===== config.mk =====
export PLATFORM = sky130hd
export DESIGN_NAME = gpev_top
export DESIGN_NICKNAME = d
export VERILOG_FILES = /design/src/pkg/gpev_pkg.sv /design/src/logic/gpev_top.sv
export SDC_FILE = /design/constraint.sdc
export NUM_CORES = 1
export LEC_CHECK = 0
export BUFFER_PORTS_ARGS = -buffer_cell sky130_fd_sc_hd__buf_2
export CAP_MARGIN = 15
export CORE_ASPECT_RATIO = 1.75
export CORE_MARGIN = 1.5
export CORE_UTILIZATION = 55
export CTS_BUF_LIST = sky130_fd_sc_hd__clkbuf_16
export DETAILED_ROUTE_END_ITERATION = 10
export PLACE_DENSITY = 0.75
export REMOVE_ABC_BUFFERS = 1
export SLEW_MARGIN = 20
export SYNTH_ARGS = -nofsm -noshare
export SYNTH_HDL_FRONTEND = slang
export SYNTH_SLANG_ARGS = --single-unit

===== constraint.sdc =====
create_clock -name mclk -period 7.1 [get_ports mclk]
set_clock_uncertainty 0.1 [all_clocks]
set_input_delay 1.42 -clock mclk [delete_from_list [all_inputs] [get_ports mclk]]
set_output_delay 1.42 -clock mclk [all_outputs]
set_load 0.05 [all_outputs]

===== src/pkg/gpev_pkg.sv =====
// constants, state encoding and register map of the gpio event and logic-function block
// Behaviour
// - eight interrupt-source bits, reset zero, set when an unmasked io raises its event
// - writing one to an interrupt-source bit clears it and its event bit
// - interrupt pin held low while any interrupt-source bit is set
// - eight event bits, reset zero, set on the edge each io selects
// - writing one to an event bit clears it and its interrupt-source bit
// - changing an io's edge selection clears its event and interrupt-source bits
// - upper two-to-one mode drives io6 from table zero bits 7:4 indexed by io5, io4
// - lower three-to-one mode drives io2 from table one; upper three-to-one drives io7 from it
// - upper field 00 normal, 01 two-to-one, 10 three-to-one, 11 reserved
package gpev_pkg;
	// register offsets on the serial port
	localparam logic [7:0] OFS_IRQ_SRC  = 8'h08;
	localparam logic [7:0] OFS_EVENT    = 8'h09;
	localparam logic [7:0] OFS_FN_MODE  = 8'h10;
	localparam logic [7:0] OFS_TABLE0   = 8'h11;
	localparam logic [7:0] OFS_TABLE1   = 8'h12;
	// values after reset
	localparam logic [7:0] RST_IRQ_SRC  = 8'h00;
	localparam logic [7:0] RST_EVENT    = 8'h00;
	localparam logic [7:0] RST_FN_MODE  = 8'h00;
	localparam logic [7:0] RST_TABLE0   = 8'h00;
	localparam logic [7:0] RST_TABLE1   = 8'h00;
	// field positions in logic_fn_mode
	localparam int UPPER_SEL_LSB = 4;
	localparam int LOWER_SEL_LSB = 0;
	// upper and lower field codes
	localparam logic [1:0] FN_NORMAL   = 2'h0;
	localparam logic [1:0] FN_TWO_ONE  = 2'h1;
	localparam logic [1:0] FN_THREE_ONE = 2'h2;
	// edge selection codes per io
	localparam logic [1:0] EDGE_NONE    = 2'h0;
	localparam logic [1:0] EDGE_RISE    = 2'h1;
	localparam logic [1:0] EDGE_FALL    = 2'h2;
	localparam logic [1:0] EDGE_BOTH    = 2'h3;
	// serial port count value of the last bit in a byte
	localparam logic [3:0] BITS_LAST    = 4'h7;
	// serial slave states, one-hot
	typedef enum logic [5:0] {
		SS_IDLE  = 6'h01,
		SS_RX    = 6'h02,
		SS_ACKD  = 6'h04,
		SS_ACK   = 6'h08,
		SS_TX    = 6'h10,
		SS_TXACK = 6'h20
	} gpev_ss_type;
endpackage : gpev_pkg


===== src/logic/gpev_top.sv =====
// gpio event flags, open-drain interrupt, lookup-table outputs and serial register port
module gpev_top #(
	parameter logic [6:0] DEV_ADDR = 7'h20
) (
	input  wire logic        mclk,
	input  wire logic        resetn,
	input  wire logic        scl_line,
	input  wire logic        sda_line,
	output logic             sda_drv,
	output logic             sda_oe,
	input  wire logic [7:0]  io_pin,
	input  wire logic [15:0] edge_select_cfg,
	input  wire logic [7:0]  irq_mask,
	output logic             irq_out_n_drv,
	output logic             irq_out_n_oe,
	output logic [7:0]       pld_out,
	output logic [7:0]       pld_oe
);
	typedef struct packed {
		logic [2:0]           scl_s;
		logic [2:0]           sda_s;
		logic                 scl_l;
		logic                 sda_l;
		logic [7:0]           io_s1;
		logic [7:0]           io_s2;
		logic [7:0]           io_s3;
		logic [7:0]           io_l;
		logic [15:0]          sense_prev;
		logic [7:0]           src;
		logic [7:0]           evt;
		logic [7:0]           mode;
		logic [7:0]           tab0;
		logic [7:0]           tab1;
		logic [7:0]           ptr;
		logic [7:0]           shreg;
		logic [3:0]           cnt;
		gpev_pkg::gpev_ss_type fsm;
		logic                 addr_phase;
		logic                 have_ptr;
		logic                 rw;
		logic                 acked;
		logic                 sda_oe;
		logic                 irq_oe;
		logic [7:0]           pld_out;
		logic [7:0]           pld_oe;
	} gpev_state_type;

	gpev_state_type st_ff;
	gpev_state_type nxt_st;
	logic [1:0]     rst_sync_ff;
	logic           rst_n;
	logic           scl_new;
	logic           sda_new;
	logic           scl_rise;
	logic           scl_fall;
	logic           bus_start;
	logic           bus_stop;
	logic           bus_wr;
	logic [7:0]     wr_data;
	logic [7:0]     rx_byte;
	logic [7:0]     rd_val;
	logic [7:0]     io_new;
	logic [7:0]     io_rise;
	logic [7:0]     io_fall;
	logic [7:0]     ev_set;
	logic [7:0]     src_set;
	logic [7:0]     sense_chg;
	logic [7:0]     clr_bits;
	logic [1:0]     upper_half_logic_sel;
	logic [1:0]     lower_half_logic_sel;

	// reset released through two flops so every flop leaves reset on the same edge
	always_ff @(posedge mclk or negedge resetn) begin
		if (!resetn) begin
			rst_sync_ff <= 2'h0;
		end else begin
			rst_sync_ff <= {rst_sync_ff[0], 1'b1};
		end
	end
	assign rst_n = rst_sync_ff[1];

	// pin levels count only once the second and third sync stages agree
	assign scl_new   = (st_ff.scl_s[1] == st_ff.scl_s[2]) ? st_ff.scl_s[2] : st_ff.scl_l;
	assign sda_new   = (st_ff.sda_s[1] == st_ff.sda_s[2]) ? st_ff.sda_s[2] : st_ff.sda_l;
	assign scl_rise  = !st_ff.scl_l && scl_new;
	assign scl_fall  = st_ff.scl_l && !scl_new;
	assign bus_start = st_ff.scl_l && scl_new && st_ff.sda_l && !sda_new;
	assign bus_stop  = st_ff.scl_l && scl_new && !st_ff.sda_l && sda_new;
	assign rx_byte   = {st_ff.shreg[6:0], sda_new};
	assign io_new    = ((st_ff.io_s2 ~^ st_ff.io_s3) & st_ff.io_s3)
			| ((st_ff.io_s2 ^ st_ff.io_s3) & st_ff.io_l);
	assign io_rise   = ~st_ff.io_l & io_new;
	assign io_fall   = st_ff.io_l & ~io_new;

	// per-io edge qualification and detection of a changed edge selection
	for (genvar i = 0; i < 8; i++) begin : g_io
		always_comb begin
			case (edge_select_cfg[2*i+1:2*i])
				gpev_pkg::EDGE_RISE: ev_set[i] = io_rise[i];
				gpev_pkg::EDGE_FALL: ev_set[i] = io_fall[i];
				gpev_pkg::EDGE_BOTH: ev_set[i] = io_rise[i] | io_fall[i];
				default:             ev_set[i] = 1'b0;
			endcase
		end
		assign sense_chg[i] = edge_select_cfg[2*i+1:2*i] != st_ff.sense_prev[2*i+1:2*i];
	end

	// masked ios still log events but never raise an interrupt source
	assign src_set = ev_set & ~irq_mask;

	// register read mux; unmapped offsets read as zero
	function automatic logic [7:0] rd_reg(input gpev_state_type s);
		case (s.ptr)
			gpev_pkg::OFS_IRQ_SRC: rd_reg = s.src;
			gpev_pkg::OFS_EVENT:   rd_reg = s.evt;
			gpev_pkg::OFS_FN_MODE: rd_reg = s.mode;
			gpev_pkg::OFS_TABLE0:  rd_reg = s.tab0;
			gpev_pkg::OFS_TABLE1:  rd_reg = s.tab1;
			default:               rd_reg = 8'h00;
		endcase
	endfunction : rd_reg

	// read value of the current pointer, loaded into the shifter at each byte start
	assign rd_val = rd_reg(st_ff);

	// serial slave: address, pointer byte, then auto-incrementing data bytes
	always_comb begin
		nxt_st = st_ff;
		bus_wr = 1'b0;
		wr_data = rx_byte;
		nxt_st.scl_s = {st_ff.scl_s[1:0], scl_line};
		nxt_st.sda_s = {st_ff.sda_s[1:0], sda_line};
		nxt_st.scl_l = scl_new;
		nxt_st.sda_l = sda_new;
		if (bus_start) begin
			nxt_st.fsm = gpev_pkg::SS_RX;
			nxt_st.cnt = 4'h0;
			nxt_st.addr_phase = 1'b1;
			nxt_st.have_ptr = 1'b0;
			nxt_st.sda_oe = 1'b0;
		end else if (bus_stop) begin
			nxt_st.fsm = gpev_pkg::SS_IDLE;
			nxt_st.sda_oe = 1'b0;
		end else begin
			case (st_ff.fsm)
				gpev_pkg::SS_IDLE: begin
					nxt_st.sda_oe = 1'b0;
				end
				gpev_pkg::SS_RX: begin
					if (scl_rise) begin
						nxt_st.shreg = rx_byte;
						nxt_st.cnt = st_ff.cnt + 4'h1;
						if (st_ff.cnt == gpev_pkg::BITS_LAST) begin
							nxt_st.fsm = gpev_pkg::SS_ACKD;
							if (st_ff.addr_phase) begin
								nxt_st.addr_phase = 1'b0;
								nxt_st.rw = rx_byte[0];
								if (rx_byte[7:1] != DEV_ADDR) begin
									nxt_st.fsm = gpev_pkg::SS_IDLE;
								end
							end else if (!st_ff.have_ptr) begin
								nxt_st.ptr = rx_byte;
								nxt_st.have_ptr = 1'b1;
							end else begin
								bus_wr = 1'b1;
								nxt_st.ptr = st_ff.ptr + 8'h01;
							end
						end
					end
				end
				gpev_pkg::SS_ACKD: begin
					if (scl_fall) begin
						nxt_st.sda_oe = 1'b1;
						nxt_st.fsm = gpev_pkg::SS_ACK;
					end
				end
				gpev_pkg::SS_ACK: begin
					if (scl_fall) begin
						nxt_st.cnt = 4'h0;
						nxt_st.sda_oe = 1'b0;
						nxt_st.fsm = gpev_pkg::SS_RX;
						if (st_ff.rw) begin
							nxt_st.shreg = rd_val;
							nxt_st.sda_oe = !rd_val[7];
							nxt_st.ptr = st_ff.ptr + 8'h01;
							nxt_st.fsm = gpev_pkg::SS_TX;
						end
					end
				end
				gpev_pkg::SS_TX: begin
					if (scl_fall) begin
						nxt_st.cnt = st_ff.cnt + 4'h1;
						nxt_st.shreg = {st_ff.shreg[6:0], 1'b0};
						nxt_st.sda_oe = !st_ff.shreg[6];
						if (st_ff.cnt == gpev_pkg::BITS_LAST) begin
							nxt_st.sda_oe = 1'b0; // free the line for the master's ack
							nxt_st.fsm = gpev_pkg::SS_TXACK;
						end
					end
				end
				gpev_pkg::SS_TXACK: begin
					if (scl_rise) begin
						nxt_st.acked = !sda_new;
					end
					if (scl_fall) begin
						nxt_st.fsm = gpev_pkg::SS_IDLE;
						if (st_ff.acked) begin
							nxt_st.cnt = 4'h0;
							nxt_st.shreg = rd_val;
							nxt_st.sda_oe = !rd_val[7];
							nxt_st.ptr = st_ff.ptr + 8'h01;
							nxt_st.fsm = gpev_pkg::SS_TX;
						end
					end
				end
				default: begin
					nxt_st.fsm = gpev_pkg::SS_IDLE;
					nxt_st.sda_oe = 1'b0;
				end
			endcase
		end

		// plain register writes; reserved mode bits are stored as written
		if (bus_wr) begin
			case (st_ff.ptr)
				gpev_pkg::OFS_FN_MODE: nxt_st.mode = wr_data;
				gpev_pkg::OFS_TABLE0:  nxt_st.tab0 = wr_data;
				gpev_pkg::OFS_TABLE1:  nxt_st.tab1 = wr_data;
				default: ;
			endcase
		end

		// io sync and flag update; a new edge wins over a clear in the same cycle
		nxt_st.io_s1 = io_pin;
		nxt_st.io_s2 = st_ff.io_s1;
		nxt_st.io_s3 = st_ff.io_s2;
		nxt_st.io_l = io_new;
		nxt_st.sense_prev = edge_select_cfg;
		clr_bits = sense_chg;
		if (bus_wr && (st_ff.ptr == gpev_pkg::OFS_IRQ_SRC || st_ff.ptr == gpev_pkg::OFS_EVENT)) begin
			clr_bits = clr_bits | wr_data;
		end
		nxt_st.src = (st_ff.src & ~clr_bits) | src_set;
		nxt_st.evt = (st_ff.evt & ~clr_bits) | ev_set;
		nxt_st.irq_oe = |nxt_st.src;

		// lookup-table outputs, refreshed from the filtered io levels
		nxt_st.pld_out = 8'h00;
		nxt_st.pld_oe = 8'h00;
		case (upper_half_logic_sel)
			gpev_pkg::FN_TWO_ONE: begin
				nxt_st.pld_oe[6] = 1'b1;
				nxt_st.pld_out[6] = st_ff.tab0[{1'b1, st_ff.io_l[5:4]}];
			end
			gpev_pkg::FN_THREE_ONE: begin
				nxt_st.pld_oe[7] = 1'b1;
				nxt_st.pld_out[7] = st_ff.tab1[st_ff.io_l[6:4]];
			end
			default: ; // normal gpio, and the reserved code behaves the same
		endcase
		if (lower_half_logic_sel == gpev_pkg::FN_THREE_ONE) begin
			nxt_st.pld_oe[2] = 1'b1;
			nxt_st.pld_out[2] = st_ff.tab1[{st_ff.io_l[3], st_ff.io_l[1:0]}];
		end
	end

	assign upper_half_logic_sel = st_ff.mode[gpev_pkg::UPPER_SEL_LSB +: 2];
	assign lower_half_logic_sel = st_ff.mode[gpev_pkg::LOWER_SEL_LSB +: 2];

	// state register; fsm has a non-zero idle code so it is set after the clear
	always_ff @(posedge mclk or negedge rst_n) begin
		if (!rst_n) begin
			st_ff <= '0;
			st_ff.fsm <= gpev_pkg::SS_IDLE;
			st_ff.scl_l <= 1'b1;
			st_ff.sda_l <= 1'b1;
			// sync stages start at the idle bus level so no false edge follows reset
			st_ff.scl_s <= 3'h7;
			st_ff.sda_s <= 3'h7;
			st_ff.src <= gpev_pkg::RST_IRQ_SRC;
			st_ff.evt <= gpev_pkg::RST_EVENT;
			st_ff.mode <= gpev_pkg::RST_FN_MODE;
			st_ff.tab0 <= gpev_pkg::RST_TABLE0;
			st_ff.tab1 <= gpev_pkg::RST_TABLE1;
		end else begin
			st_ff <= nxt_st;
		end
	end

	// open-drain lines only ever pull low
	assign sda_drv       = 1'b0;
	assign sda_oe        = st_ff.sda_oe;
	assign irq_out_n_drv = 1'b0;
	assign irq_out_n_oe  = st_ff.irq_oe;
	assign pld_out       = st_ff.pld_out;
	assign pld_oe        = st_ff.pld_oe;
endmodule : gpev_top


# Word level (Yosys, flattened, before mapping)
# Index checks and enable logic that the tools add are counted.
# word_totals
elab_cells,236
ff_bits,135
in_bits,36
# op_classes
n_bitwise,27
n_lt_le_gt_ge,3
n_eq_ne,75
reduce_logical,34
add_sub_neg,2
n_mux,68
# op_table
op,count
$mux W26,3
$and A8 B8 Y8,7
$pmux W11 S4,1
$pmux W8 S5,1
$eq A2 B2 Y1 const B,18
$pmux W6 S6,1
$mux W8,4
$ne A4 B4 Y1 const B,8
$not A8 Y8,4
$or A8 B8 Y8,4
$mux W1,31
$mux W29,1
$eq A8 B5 Y1 const B,3
$pmux W1 S3,8
$pmux W8 S3,1
$ne A3 B3 Y1 const B,7
$eq A2 B1 Y1 const B,9
$mux W6,3
$ne A2 B2 Y1 const B,9
$mux W17,1
$eq A8 B4 Y1 const B,2
$mux W16,1
$ne A2 B2 Y1,8
$lt A3 B4 Y1 const B,3
41 further kinds,71

# Longest topological paths before layout
# Gate-level depths: netlist (run 1).
# logic_depth
word_depth,13
mapped_depth,9
ltp_nobuf,8

# Least setup slack after synthesis (run 1)
# OpenSTA, ideal clock, no wires.
# synth_path
path_type,input to register
start,in edge_select_cfg[2]
end,"reg st_ff, in the netlist irq_out_n_oe"
required_ps,6862
n_path_buf,0
t_arrival_ps,2494
setup_ps,138
setup_slack_ps,4368
stages,6
cell_sequence,and3b_1 a31oi_1 o22a_1 nand4_1 nand4b_1 or4_1
# synth_rtl
item,line,text
start: declaration,gpev_top.sv:12,"input wire logic [15:0] edge_select_cfg,"
end signal: assignment,gpev_top.sv:286,st_ff <= nxt_st;
end: declaration,gpev_top.sv:48,gpev_state_type st_ff;

# Final worst setup path (run 1)
# layout_path
start,reg st_ff[23] (netlist name)
end,"reg st_ff, in the netlist rx_byte[3]"
# layout_via
elab_chain_cells,3
word_cells_on_any_way,13
classes_between,eq/ne: 10; mux: 1; reduce/logical: 2
# layout_rtl
item,line,text
"$eq A6 B6 Y1, or another cell as far along",gpev_top.sv:145,case (st_ff.fsm)
$reduce_bool A4 Y1 (no source line) / $ne A2 B2 Y1 (equally long branches),--,
$reduce_and A9 Y1 (no source line),--,
# Parallel ways exist; a longest one is shown, timed or not.
# A chain may end at the register's enable or synchronous reset.

==> results of run 1 <==
==> cells in the final DEF, fill, tap and decap left out, types with 9 or more instances in the layout <==
cell type	netlist	final
dfstp_2	9	9
ha_1	13	13
dfrtp_1	126	125
nor2_1	45	45
inv_1	8	9
nor2b_1	10	10
o21ai_0	17	17
buf_2	1	43
a21oi_1	23	23
nand3_1	15	15
conb_1	2	13
a31oi_1	10	10
a22oi_1	18	18
xnor2_1	10	10
mux2_2	25	25
a21o_1	11	11
clkbuf_16	0	17
nor3_1	13	13
nand2_1	50	50
xor2_1	10	10
==> how the worst max path moves through the flow <==
stage	end	slack, ps
2_1_floorplan	irq_out_n_oe	2980
5_1_grt	rx_byte[7]	4020
6_report	rx_byte[3]	4160
3_3_place_gp	irq_out_n_oe	4020
3_5_place_dp	irq_out_n_oe	4020
4_1_cts	rx_byte[3]	4200
==> routing by layer <==
layer / part of all wire, % / wire length [um]
met4: 5.5 / 846
met1: 35 / 5280
met3: 5.0 / 761
met2: 55 / 8420
met5: 0 / 0
==> state kept, by name, indices dropped and copies added (netlist names) <==
| register | cells |
|---|---|
| lower_half_logic_sel | 2 |
| pld_oe | 3 |
| nxt_st | 20 |
| pld_out | 3 |
| irq_out_n_oe | 1 |
| sda_oe | 1 |
| st_ff | 96 |
| rst_sync_ff | 2 |
| rx_byte | 7 |
==> stage by stage <==
step	hold slack [ps]	cell area, sq um	worst slack, ps	util, %	power (mW)
finish	249	7130	4160	63.9	2.30
global route	254	7130	4020	63.9	2.40
CTS	255	7130	4200	63.8	2.30
detailed placement	236	6540	4020	58.6	1.42
global placement	232	6540	4020	58.5	1.41
floorplan	231	6140	2980	-	1.27
==> layout make-up <==
| class | instances | area (sq um) | area share (%) |
|---|---|---|---|
| inverters | 8 | 30.0 | 0.421 |
| flip-flops and latches | 135 | 3390 | 47.6 |
| multi-input cells | 397 | 2720 | 38.2 |
| clock buffers | 17 | 425 | 5.96 |
| well taps | 132 | 165 | 2.32 |
| repair buffers | 45 | 234 | 3.28 |
| clock inverters | 15 | 164 | 2.30 |
==> critical path: stages, from the launching register on <==
cell and delay [ps]:
dfrtp_1 480, or4_2 730, nor3_1 380, nor2_1 100, nor3_1 690, a22oi_1 160
a21oi_1 220
==> power groups by stage <==
stage / Sequential, mW / Combinational, mW / Clock [mW]
6_report: 1.00 / 0.426 / 0.872
5_1_grt: 1.01 / 0.469 / 0.923
4_1_cts: 0.995 / 0.420 / 0.884
3_5_place_dp: 1.00 / 0.418 / 0
3_3_place_gp: 1.00 / 0.407 / 0
2_1_floorplan: 0.963 / 0.302 / 0
==> kinds of logic after synthesis <==
| kind of cell | after synthesis | synth area share (%) |
|---|---|---|
| and+or+nand+nor | 187 | 15.2 |
| DFF | 135 | 53.5 |
| AOI/OAI and AO/OA | 130 | 14.7 |
| buffers and inverters | 45 | 4.28 |
| muxes | 32 | 6.54 |
| xor gates and xnor gates | 20 | 2.76 |
| adders and majority gates | 15 | 2.88 |
| other | 2 | 0.119 |
==> synth_stat cells, drive strengths merged (3+ instances only) <==
cell     number  share of area (%)
a211oi        5               0.79
a21boi        3               0.36
a21o         11                1.3
a21oi        23                1.8
a222oi        3               0.47
a22o          5               0.69
a22oi        18                2.1
a31oi        10               0.99
and2          4               0.43
and3          4               0.39
and3b         5               0.69
buf          23                3.0
clkbuf       14               0.83
dfrtp       126                 50
dfstp         9                3.7
ha           13                2.6
inv           8               0.47
mux2         25                4.4
mux4          5                1.8
nand2        50                3.0
nand2b        4               0.39
nand3        15                1.2
nand3b        4               0.47
nand4         5               0.49
nor2         45                2.7
nor2b        10               0.99
nor3         13                1.0
nor3b         6               0.71
nor4          5               0.73
o211ai        7               0.83
o21ai        17                1.3
o221ai        4               0.55
o22a          4               0.55
o22ai         3               0.30
o2bb2ai       3               0.51
or2           6               0.59
or4           4               0.55
xnor2        10                1.4
xor2         10                1.4
==> key figures, run 1 <==
Global route
  – M1 GR Usage: 27.3%
  – Global-route wire length before repair: 24800 um
  – GR peak layer: met2
  – Total gr overflow: 0
  – All-Layer GR Usage: 26.2%
  – Largest net degree at the start of global routing: 80
  – Initial antenna violation count: 0
  – Vias in the first global route: 4954
  – Met2 usage: 47.3%
  – GRT met3 Usage: 5.18%

Place
  – DP Cell Count: 717
  – Routability Congestion: 0.937
  – Number of port buffers: 43
  – Final HPWL DP: 10800 um

CTS
  – Clk slew on worst S/H paths: 60 ps
  – Clock sinks: 135
  – Hold_buf cts: 0
  – Clk buf depth: 2
  – Number of gates resized after CTS: 0
  – Clock root buffer: clkbuf_16
  – Cts bufs inserted: 17
  – CTS tree: yes
  – Post CTS Setup Buffer Count: 0
  – CTS H-tree lvls: 4
  – Clock insertion delay at the later pin of the skew report: 420 ps

STA
  – Final min period: 2940 ps
  – Total negative slack: 0 ps
  – Tightest Pin Transition: 1020 ps
  – Fmax: 340 MHz
  – Slew HR: 31.9%
  – Slew Limit Fails: 0
  – Fin crit share: 41.4%
  – Final Hold Fails: 0
  – Finish-stage setup viols: 0
  – RSZ-0062 raised after global routing: no

Logic synthesis
  – Count of different cell masters after synthesis: 69
  – Predominant post-synthesis flop cell: dfrtp_1
  – FFs w/ async S/R, synth: 100%
  – Synthesized area per cell: 11.2 sq um
  – Post-synth EDFFs: 0
  – Yosys warns: 0
  – Seq cells post-synth: 135
  – Mapped cell area: 0.00634 sq mm
  – Cells after synthesis: 566
  – Sequential fraction of the synthesis area: 53.5%

Hold path
  – Hold Crit Depth: 0
  – Hold path startpoint: nxt_st[125]
  – WHS Endpoint: nxt_st[117]
  – Worst Hold Class: register to register

Pwr
  – Combinational Power Share: 18.5%
  – Cell internal pwr: 1.56 mW
  – Net Sw Power: 735 uW
  – Power Density: 322 mW/mm^2
  – Switching share of power: 32.0%
  – Reg power frac: 43.6%
  – Clock power share: 37.9%
  – LEAKAGE: 3.25 nW
  – Worst IR Drop VDD: 0.246 mV

Drt
  – Routed vias: 4707
  – Drt total wl: 15300 um
  – Via density: 6.28
  – Initial DRC count: 418
  – 1st-pass router iterations: 5
  – Drt wl/cell: 20.4 um
  – Antenna Nets Post-Route: 0
  – # DRC: 0

Layout
  – Final Non-Filler Cells: 749
  – Share of cells above drive strength 1: 21.7%
  – Nets: 653
  – # diodes: 0
  – Filler instances: 842
  – Area growth syn-to-layout: 12.6%

Worst setup path
  – Critical Path RT: 7330 ps
  – Critical Path Start Type: register
  – Crit path from: st_ff[23]
  – Worst R2R End: rx_byte[3]
  – Crit end category: register
  – R2R depth: 6
  – RR Startpoint: st_ff[23]
  – CP Max Fanout: 11
  – CP Class: register to register
  – Crit path DAT: 3170 ps
  – R2R setup slack: 4160 ps

Floorplanning
  – Starting Density: 56.7%
  – Ports: 56
  – Horiz. Die Dim: 84.1 um
  – Die Area: 0.0122 sq mm
  – Core footprint: 0.0112 sq mm
  – Die H: 145 um
  – Num rows: 51

Job
  – Maxcap violations: 0

Outcome
  – Status: finished, final reports clean
Note: power is estimated with default switching activity, not from simulation.
==> run 2: changes to the inputs <==
==> constraint.sdc (replaced) <==
create_clock -name mclk -period 2.84 [get_ports mclk]
set_clock_uncertainty 0.1 [all_clocks]
set_input_delay 0.568 -clock mclk [delete_from_list [all_inputs] [get_ports mclk]]
set_output_delay 0.568 -clock mclk [all_outputs]
set_load 0.05 [all_outputs]
==> key figures, run 2 (synthesized netlist as in run 1, its figures left out) <==
CTS
  – Cts bufs inserted: 17 (unchanged)
  – Clock root buffer: clkbuf_16
  – Post CTS Setup Buffer Count: 0 (unchanged)
  – Clk slew on worst S/H paths: 60 ps (about the same)
  – CTS H-tree lvls: 4 (unchanged)
  – CTS tree: yes
  – Clock sinks: 135 (unchanged)
  – Clock insertion delay at the later pin of the skew report: 420 ps (about the same)
  – Clk buf depth: 2 (unchanged)

Global route
  – Vias in the first global route: 5082 (+2.6%)
  – All-Layer GR Usage: 26.6% (+0.37 points)
  – Global-route wire length before repair: 25000 um (+0.92%)
  – Largest net degree at the start of global routing: 62 (-23%)
  – Initial antenna violation count: 0 (unchanged)
  – Total gr overflow: 0 (unchanged)

Worst setup path
  – Crit. path cell count: 7 (+1)
  – R2R setup slack: 50 ps (-4110 ps)
  – Worst path buffer plus inverter count: 1 (+1)
  – CP delay by family, top: simple AND/OR/NAND/NOR gates
  – Slowest stage cell on the critical path: or4_4
  – Critical Path, Cell by Cell: or4_4, nor2_1, buf_4, nand2_1, nor3_1, nand2_1, mux2_2
  – Worst Setup EP: st_ff[62]
  – R2R depth: 7 (+1)
  – RR Startpoint: st_ff[24]
  – Crit path DAT: 2990 ps (-180 ps)
  – Crit-path max cell delay: 590 ps (-140 ps)
  – CP Max Fanout: 8 (-3)
  – Critical Path Start Type: register
  – Critical Path RT: 3040 ps (-4290 ps)
  – CP Class: register to register
  – Crit end category: register
  – CP dominant cell by count: nand2_1
  – Crit path from: st_ff[24]
  – Worst R2R End: st_ff[62]

Floorplanning
  – Die Area: 0.0122 sq mm (unchanged)
  – Starting Density: 56.7% (unchanged)
  – Die H: 145 um (unchanged)
  – Core footprint: 0.0112 sq mm (unchanged)
  – Ports: 56 (unchanged)
  – Num rows: 51 (unchanged)
  – Horiz. Die Dim: 84.1 um (unchanged)

Drt
  – Drt wl/cell: 19.8 um (-3.2%)
  – Top layer in use: met4
  – Length of routed met3 wiring: 692 um (-9.1%)
  – Drt total wl: 15300 um (about the same)
  – Routed wl met2: 8460 um (+0.52%)
  – Via density: 6.22 (-0.99%)
  – Antenna Nets Post-Route: 0 (unchanged)
  – Wl on met1: 5320 um (+0.80%)
  – Initial DRC count: 383 (-8.4%)
  – 1st-pass router iterations: 5 (unchanged)
  – Routed vias: 4816 (+2.3%)
  – # DRC: 0 (unchanged)

STA
  – Final Hold Fails: 0 (unchanged)
  – Fmax: 358 MHz (+5.3%)
  – Tightest Pin Transition: 704 ps (-316 ps)
  – Hold slack: 146 ps (-103 ps)
  – Slew HR: 53.0% (+21 points)
  – Final min period: 2790 ps (-148 ps)
  – Slew Limit Fails: 0 (unchanged)
  – Fin crit share: 98.3% (+57 points)
  – Final worst setup slack: 47.3 ps (-4110 ps)
  – RSZ-0062 raised after global routing: yes
  – Finish-stage setup viols: 0 (unchanged)

Pwr
  – Final Power: 5.67 mW (+150%)
  – LEAKAGE: 3.34 nW (+2.7%)
  – Worst IR Drop VDD: 0.564 mV (+130%)
  – Power Density: 777 mW/mm^2 (+140%)

Place
  – Number of port buffers: 43 (unchanged)
  – DP Cell Count: 741 (+3.3%)
  – Final HPWL DP: 11000 um (+2.1%)
  – Post-placement setup slack: 8.88 ps (-4010 ps)
  – Routability Congestion: 0.922 (-1.6%)

Layout
  – Commonest non-fill, non-tap cell in the layout: dfrtp_1
  – # diodes: 0 (unchanged)
  – Nets: 678 (+3.8%)
  – Share of cells above drive strength 1: 25.2% (+3.5 points)
  – Multi-input logic area: 0.00275 sq mm (+1.0%)
  – Final Non-Filler Cells: 774 (+3.3%)
  – Area growth syn-to-layout: 15.3%
  – FF/Latch Area: 0.00339 sq mm (unchanged)
  – Biggest register: st_ff
  – Filler instances: 839 (-0.36%)
  – Max reg flops: 96 (unchanged)
  – Most frequent cells in the layout: dfrtp_1 (125), nand2_1 (50), nor2_1 (45), buf_2 (43)

Hold path
  – Worst Hold Class: input pin to register

Job
  – Maxcap violations: 0 (unchanged)

Outcome
  – Status: finished, final reports clean
==> run 2: cell types whose count changed in the layout (fill, tap and decap cells not counted), moves of 2 or more <==
| cell | delta |
|---|---|
| clkinv_2 | -2 |
| inv_6 | +2 |
| bufinv_16 | -3 |
| clkinvlp_4 | +4 |
| buf_4 | +24 |
==> run 2: worst min-delay path by stage <==
stage | startpoint | end | cells after the start
after floorplan | resetn | rst_sync_ff[0] | 0
after global routing | scl_line | nxt_st[142] | 1
after global placement | nxt_st[127] | nxt_st[119] | 0
final | sda_line | nxt_st[139] | 1
after CTS | sda_line | nxt_st[139] | 1
after detailed placement | rst_sync_ff[0] | rst_sync_ff[1] | 0
==> run 2: layout make-up <==
type	count	share of cell area, %
sequential	135	46.5
multi-input combinational	397	37.6
timing repair buffer	70	5.93
clock buffer	17	5.82
tap	132	2.26
clock inverter	15	1.47
inverter	8	0.411
==> run 2: metal layers <==
metal | track usage, % | up-vias
met5 | 0 | -
met4 | 17.9 | 0
met3 | 6.03 | 67
met2 | 47.4 | 183
met1 | 27.0 | 2404
li1 | - | 2162
==> run 2: where the power goes <==
group | total, mW | switching [mW] | leakage (nW) | internal (mW)
Sequential | 2.45 | 0.314 | 1.69 | 2.13
Clock | 1.96 | 0.850 | 0.237 | 1.11
Combinational | 1.27 | 0.745 | 1.41 | 0.521
==> run 2: per-stage QoR <==
step	util, %	area (sq um)	setup TNS [ps]
floorplan	-	6140	-161610
global placement	60.2	6730	0
detailed placement	60.2	6730	0
CTS	65.1	7270	0
global route	65.4	7300	-17.7
finish	65.4	7300	0
==> run 2: worst register-to-register path, stage by stage (launching register included) <==
cell,delay (ps)
dfrtp_1,380
or4_4,590
nor2_1,170
buf_4,140
nand2_1,100
nor3_1,410
nand2_1,390
mux2_2,390
==> run 2: timing repair <==
item / 4_1_cts / 5_1_grt
resized for setup: 0 / 4
setup endpoints to repair: 0 / 11
hold endpoints to repair: 2 / 0
hold buffers: 1 / 0
==> run 3: changes to the inputs <==
--- a/config.mk
+++ b/config.mk
@@ -6,14 +6,17 @@
 export NUM_CORES = 1
 export LEC_CHECK = 0
 export BUFFER_PORTS_ARGS = -buffer_cell sky130_fd_sc_hd__buf_2
-export CAP_MARGIN = 15
+export CAP_MARGIN = 10
+export CELL_PAD_IN_SITES_DETAIL_PLACEMENT = 1
+export CELL_PAD_IN_SITES_GLOBAL_PLACEMENT = 1
 export CORE_ASPECT_RATIO = 1.75
 export CORE_MARGIN = 1.5
-export CORE_UTILIZATION = 55
+export CORE_UTILIZATION = 48
 export CTS_BUF_LIST = sky130_fd_sc_hd__clkbuf_16
 export DETAILED_ROUTE_END_ITERATION = 10
-export PLACE_DENSITY = 0.75
+export PLACE_DENSITY_LB_ADDON = 0.1
 export REMOVE_ABC_BUFFERS = 1
+export SETUP_SLACK_MARGIN = 0.2
 export SLEW_MARGIN = 20
 export SYNTH_ARGS = -nofsm -noshare
 export SYNTH_HDL_FRONTEND = slang
==> key figures, run 3 (synthesized netlist as in run 1, its figures left out) <==
Outcome
  – Status: finished, final reports clean

Worst setup path
  – Crit path DAT: 2900 ps (-90 ps)
  – R2R depth: 7 (unchanged)
  – CP Max Fanout: 9 (+1)
  – Crit path from: st_ff[24]
  – RR Startpoint: st_ff[24]
  – Worst R2R End: st_ff[23]
  – R2R setup slack: 150 ps (+100 ps)
  – Worst Setup EP: st_ff[23]
  – CP Class: register to register
  – Critical Path RT: 3040 ps (about the same)
  – Crit end category: register
  – Critical Path Start Type: register

Floorplanning
  – Starting Density: 49.0% (-7.8 points)
  – Core footprint: 0.0129 sq mm (+16%)
  – Ports: 56 (unchanged)
  – Die H: 155 um (+6.9%)
  – Num rows: 55 (+7.8%)
  – Die Area: 0.0139 sq mm (+14%)
  – Horiz. Die Dim: 89.9 um (+6.8%)

Layout
  – Most frequent cells in the layout: dfrtp_1 (125), nand2_1 (50), nor2_1 (45), buf_2 (43), buf_4 (42)
  – Area growth syn-to-layout: 19.6%
  – Nets: 695 (+2.5%)
  – # diodes: 0 (unchanged)
  – Final Non-Filler Cells: 830 (+7.2%)
  – Biggest register: st_ff
  – Max reg flops: 96 (unchanged)
  – Commonest non-fill, non-tap cell in the layout: dfrtp_1
  – Share of cells above drive strength 1: 28.4% (+3.1 points)

Drt
  – # DRC: 0 (unchanged)
  – Initial DRC count: 283 (-26%)
  – 1st-pass router iterations: 9 (+4)
  – Via density: 5.95 (-4.3%)
  – Routed vias: 4942 (+2.6%)
  – Drt wl/cell: 21.7 um (+9.6%)
  – Drt total wl: 18000 um (+18%)
  – Antenna Nets Post-Route: 0 (unchanged)

CTS
  – Clock sinks: 135 (unchanged)
  – CTS tree: yes
  – Clock insertion delay at the later pin of the skew report: 420 ps (about the same)
  – Clock root buffer: clkbuf_16
  – Clk slew on worst S/H paths: 60 ps (about the same)
  – Clk buf depth: 2 (unchanged)
  – CTS H-tree lvls: 4 (unchanged)
  – Cts bufs inserted: 17 (unchanged)

STA
  – RSZ-0062 raised after global routing: yes
  – Tightest Pin Transition: 705 ps (+0.628 ps)
  – Slew Limit Fails: 0 (unchanged)
  – Fin crit share: 94.8% (-3.5 points)
  – Finish-stage setup viols: 0 (unchanged)
  – Final Hold Fails: 0 (unchanged)
  – Hold slack: 144 ps (-1.59 ps)
  – Slew HR: 53.0% (about the same)
  – Final min period: 2690 ps (-101 ps)
  – Fmax: 371 MHz (+3.7%)

Global route
  – Largest net degree at the start of global routing: 76 (+23%)
  – All-Layer GR Usage: 27.3% (+0.71 points)
  – Total gr overflow: 0 (unchanged)
  – Initial antenna violation count: 0 (unchanged)
  – Vias in the first global route: 5458 (+7.4%)
  – Global-route wire length before repair: 29000 um (+16%)

Place
  – Final HPWL DP: 12800 um (+16%)
  – Routability Congestion: 0.945 (+2.4%)
  – DP Cell Count: 795 (+7.3%)
  – Number of port buffers: 43 (unchanged)

Hold path
  – Worst Hold Class: input pin to register

Pwr
  – Power Density: 796 mW/mm^2 (+2.5%)
  – LEAKAGE: 3.47 nW (+4.0%)
  – Worst IR Drop VDD: 0.535 mV (-5.3%)
  – Final Power: 6.03 mW (+6.4%)

Job
  – Maxcap violations: 0 (unchanged)
[run 3: changes by cell type in the layout (fill, tap and decap cells not counted), sizes merged]
cell,delta
clkinv,-4
bufinv,+1
buf,+17
clkinvlp,-4
inv,+7
[run 3: critical path, cell delays in order (launching register included)]
cell	delay, ps
dfrtp_1	390
buf_4	170
or4_2	710
nor3b_4	320
and2_1	230
nor4_2	80
or2_2	310
mux2_2	270
[run 3: area by class of cell]
type	instances	area [sq um]
fill	1454	5360
clock inverter	15	155
timing repair buffer	87	561
sequential	135	3390
multi-input combinational	397	2800
inverter	8	30.0
clock buffer	17	425
tap	171	214
[run 3: timing repair]
action	4_1_cts	5_1_grt
pin swaps	3	1
hold buffers	1	0
buffers inserted	1	1
endpoints found under the setup margin	24	39
hold endpoints to repair	2	0
resized for setup	7	6
[run 3: per-stage QoR]
stage	setup WS, ps	area [sq um]	utilization [%]	TNS [ps]
2_1_floorplan	-1280	6140	-	-161610
4_1_cts	133	7540	58.3	0
3_5_place_dp	-170	6890	53.3	-546
3_3_place_gp	-17.7	6890	53.2	-17.7
5_1_grt	95.8	7580	58.6	0
6_report	148	7580	58.6	0
[run 3: worst min-delay path by stage]
| stage | slack [ps] | start | to | depth (start not counted) |
|---|---|---|---|---|
| 5_1_grt | 130 | io_pin[2] | nxt_st[122] | 1 |
| 3_3_place_gp | 150 | rst_sync_ff[1] | nxt_st[112] | 0 |
| 2_1_floorplan | 170 | resetn | rst_sync_ff[0] | 0 |
| 4_1_cts | 140 | io_pin[4] | nxt_st[124] | 1 |
| 3_5_place_dp | 160 | rst_sync_ff[1] | st_ff[104] | 0 |
| 6_report | 140 | scl_line | nxt_st[142] | 1 |
[run 3: metal layers]
metal	GRT usage [%]	wire (um)	share of wire [%]	up-vias
met3	5.08	532	3.0	54
met5	0	0	0	-
met2	52.2	10300	57	134
li1	-	-	-	2201
met4	14.1	873	4.8	0
met1	28.0	6260	35	2553
[run 3: report_power, final]
part / leakage, nW / switching (mW) / internal, mW
clock network: 0.279 / 0.928 / 1.24
logic: 1.50 / 0.864 / 0.583
registers: 1.69 / 0.288 / 2.13
total: 3.47 / 2.08 / 3.95
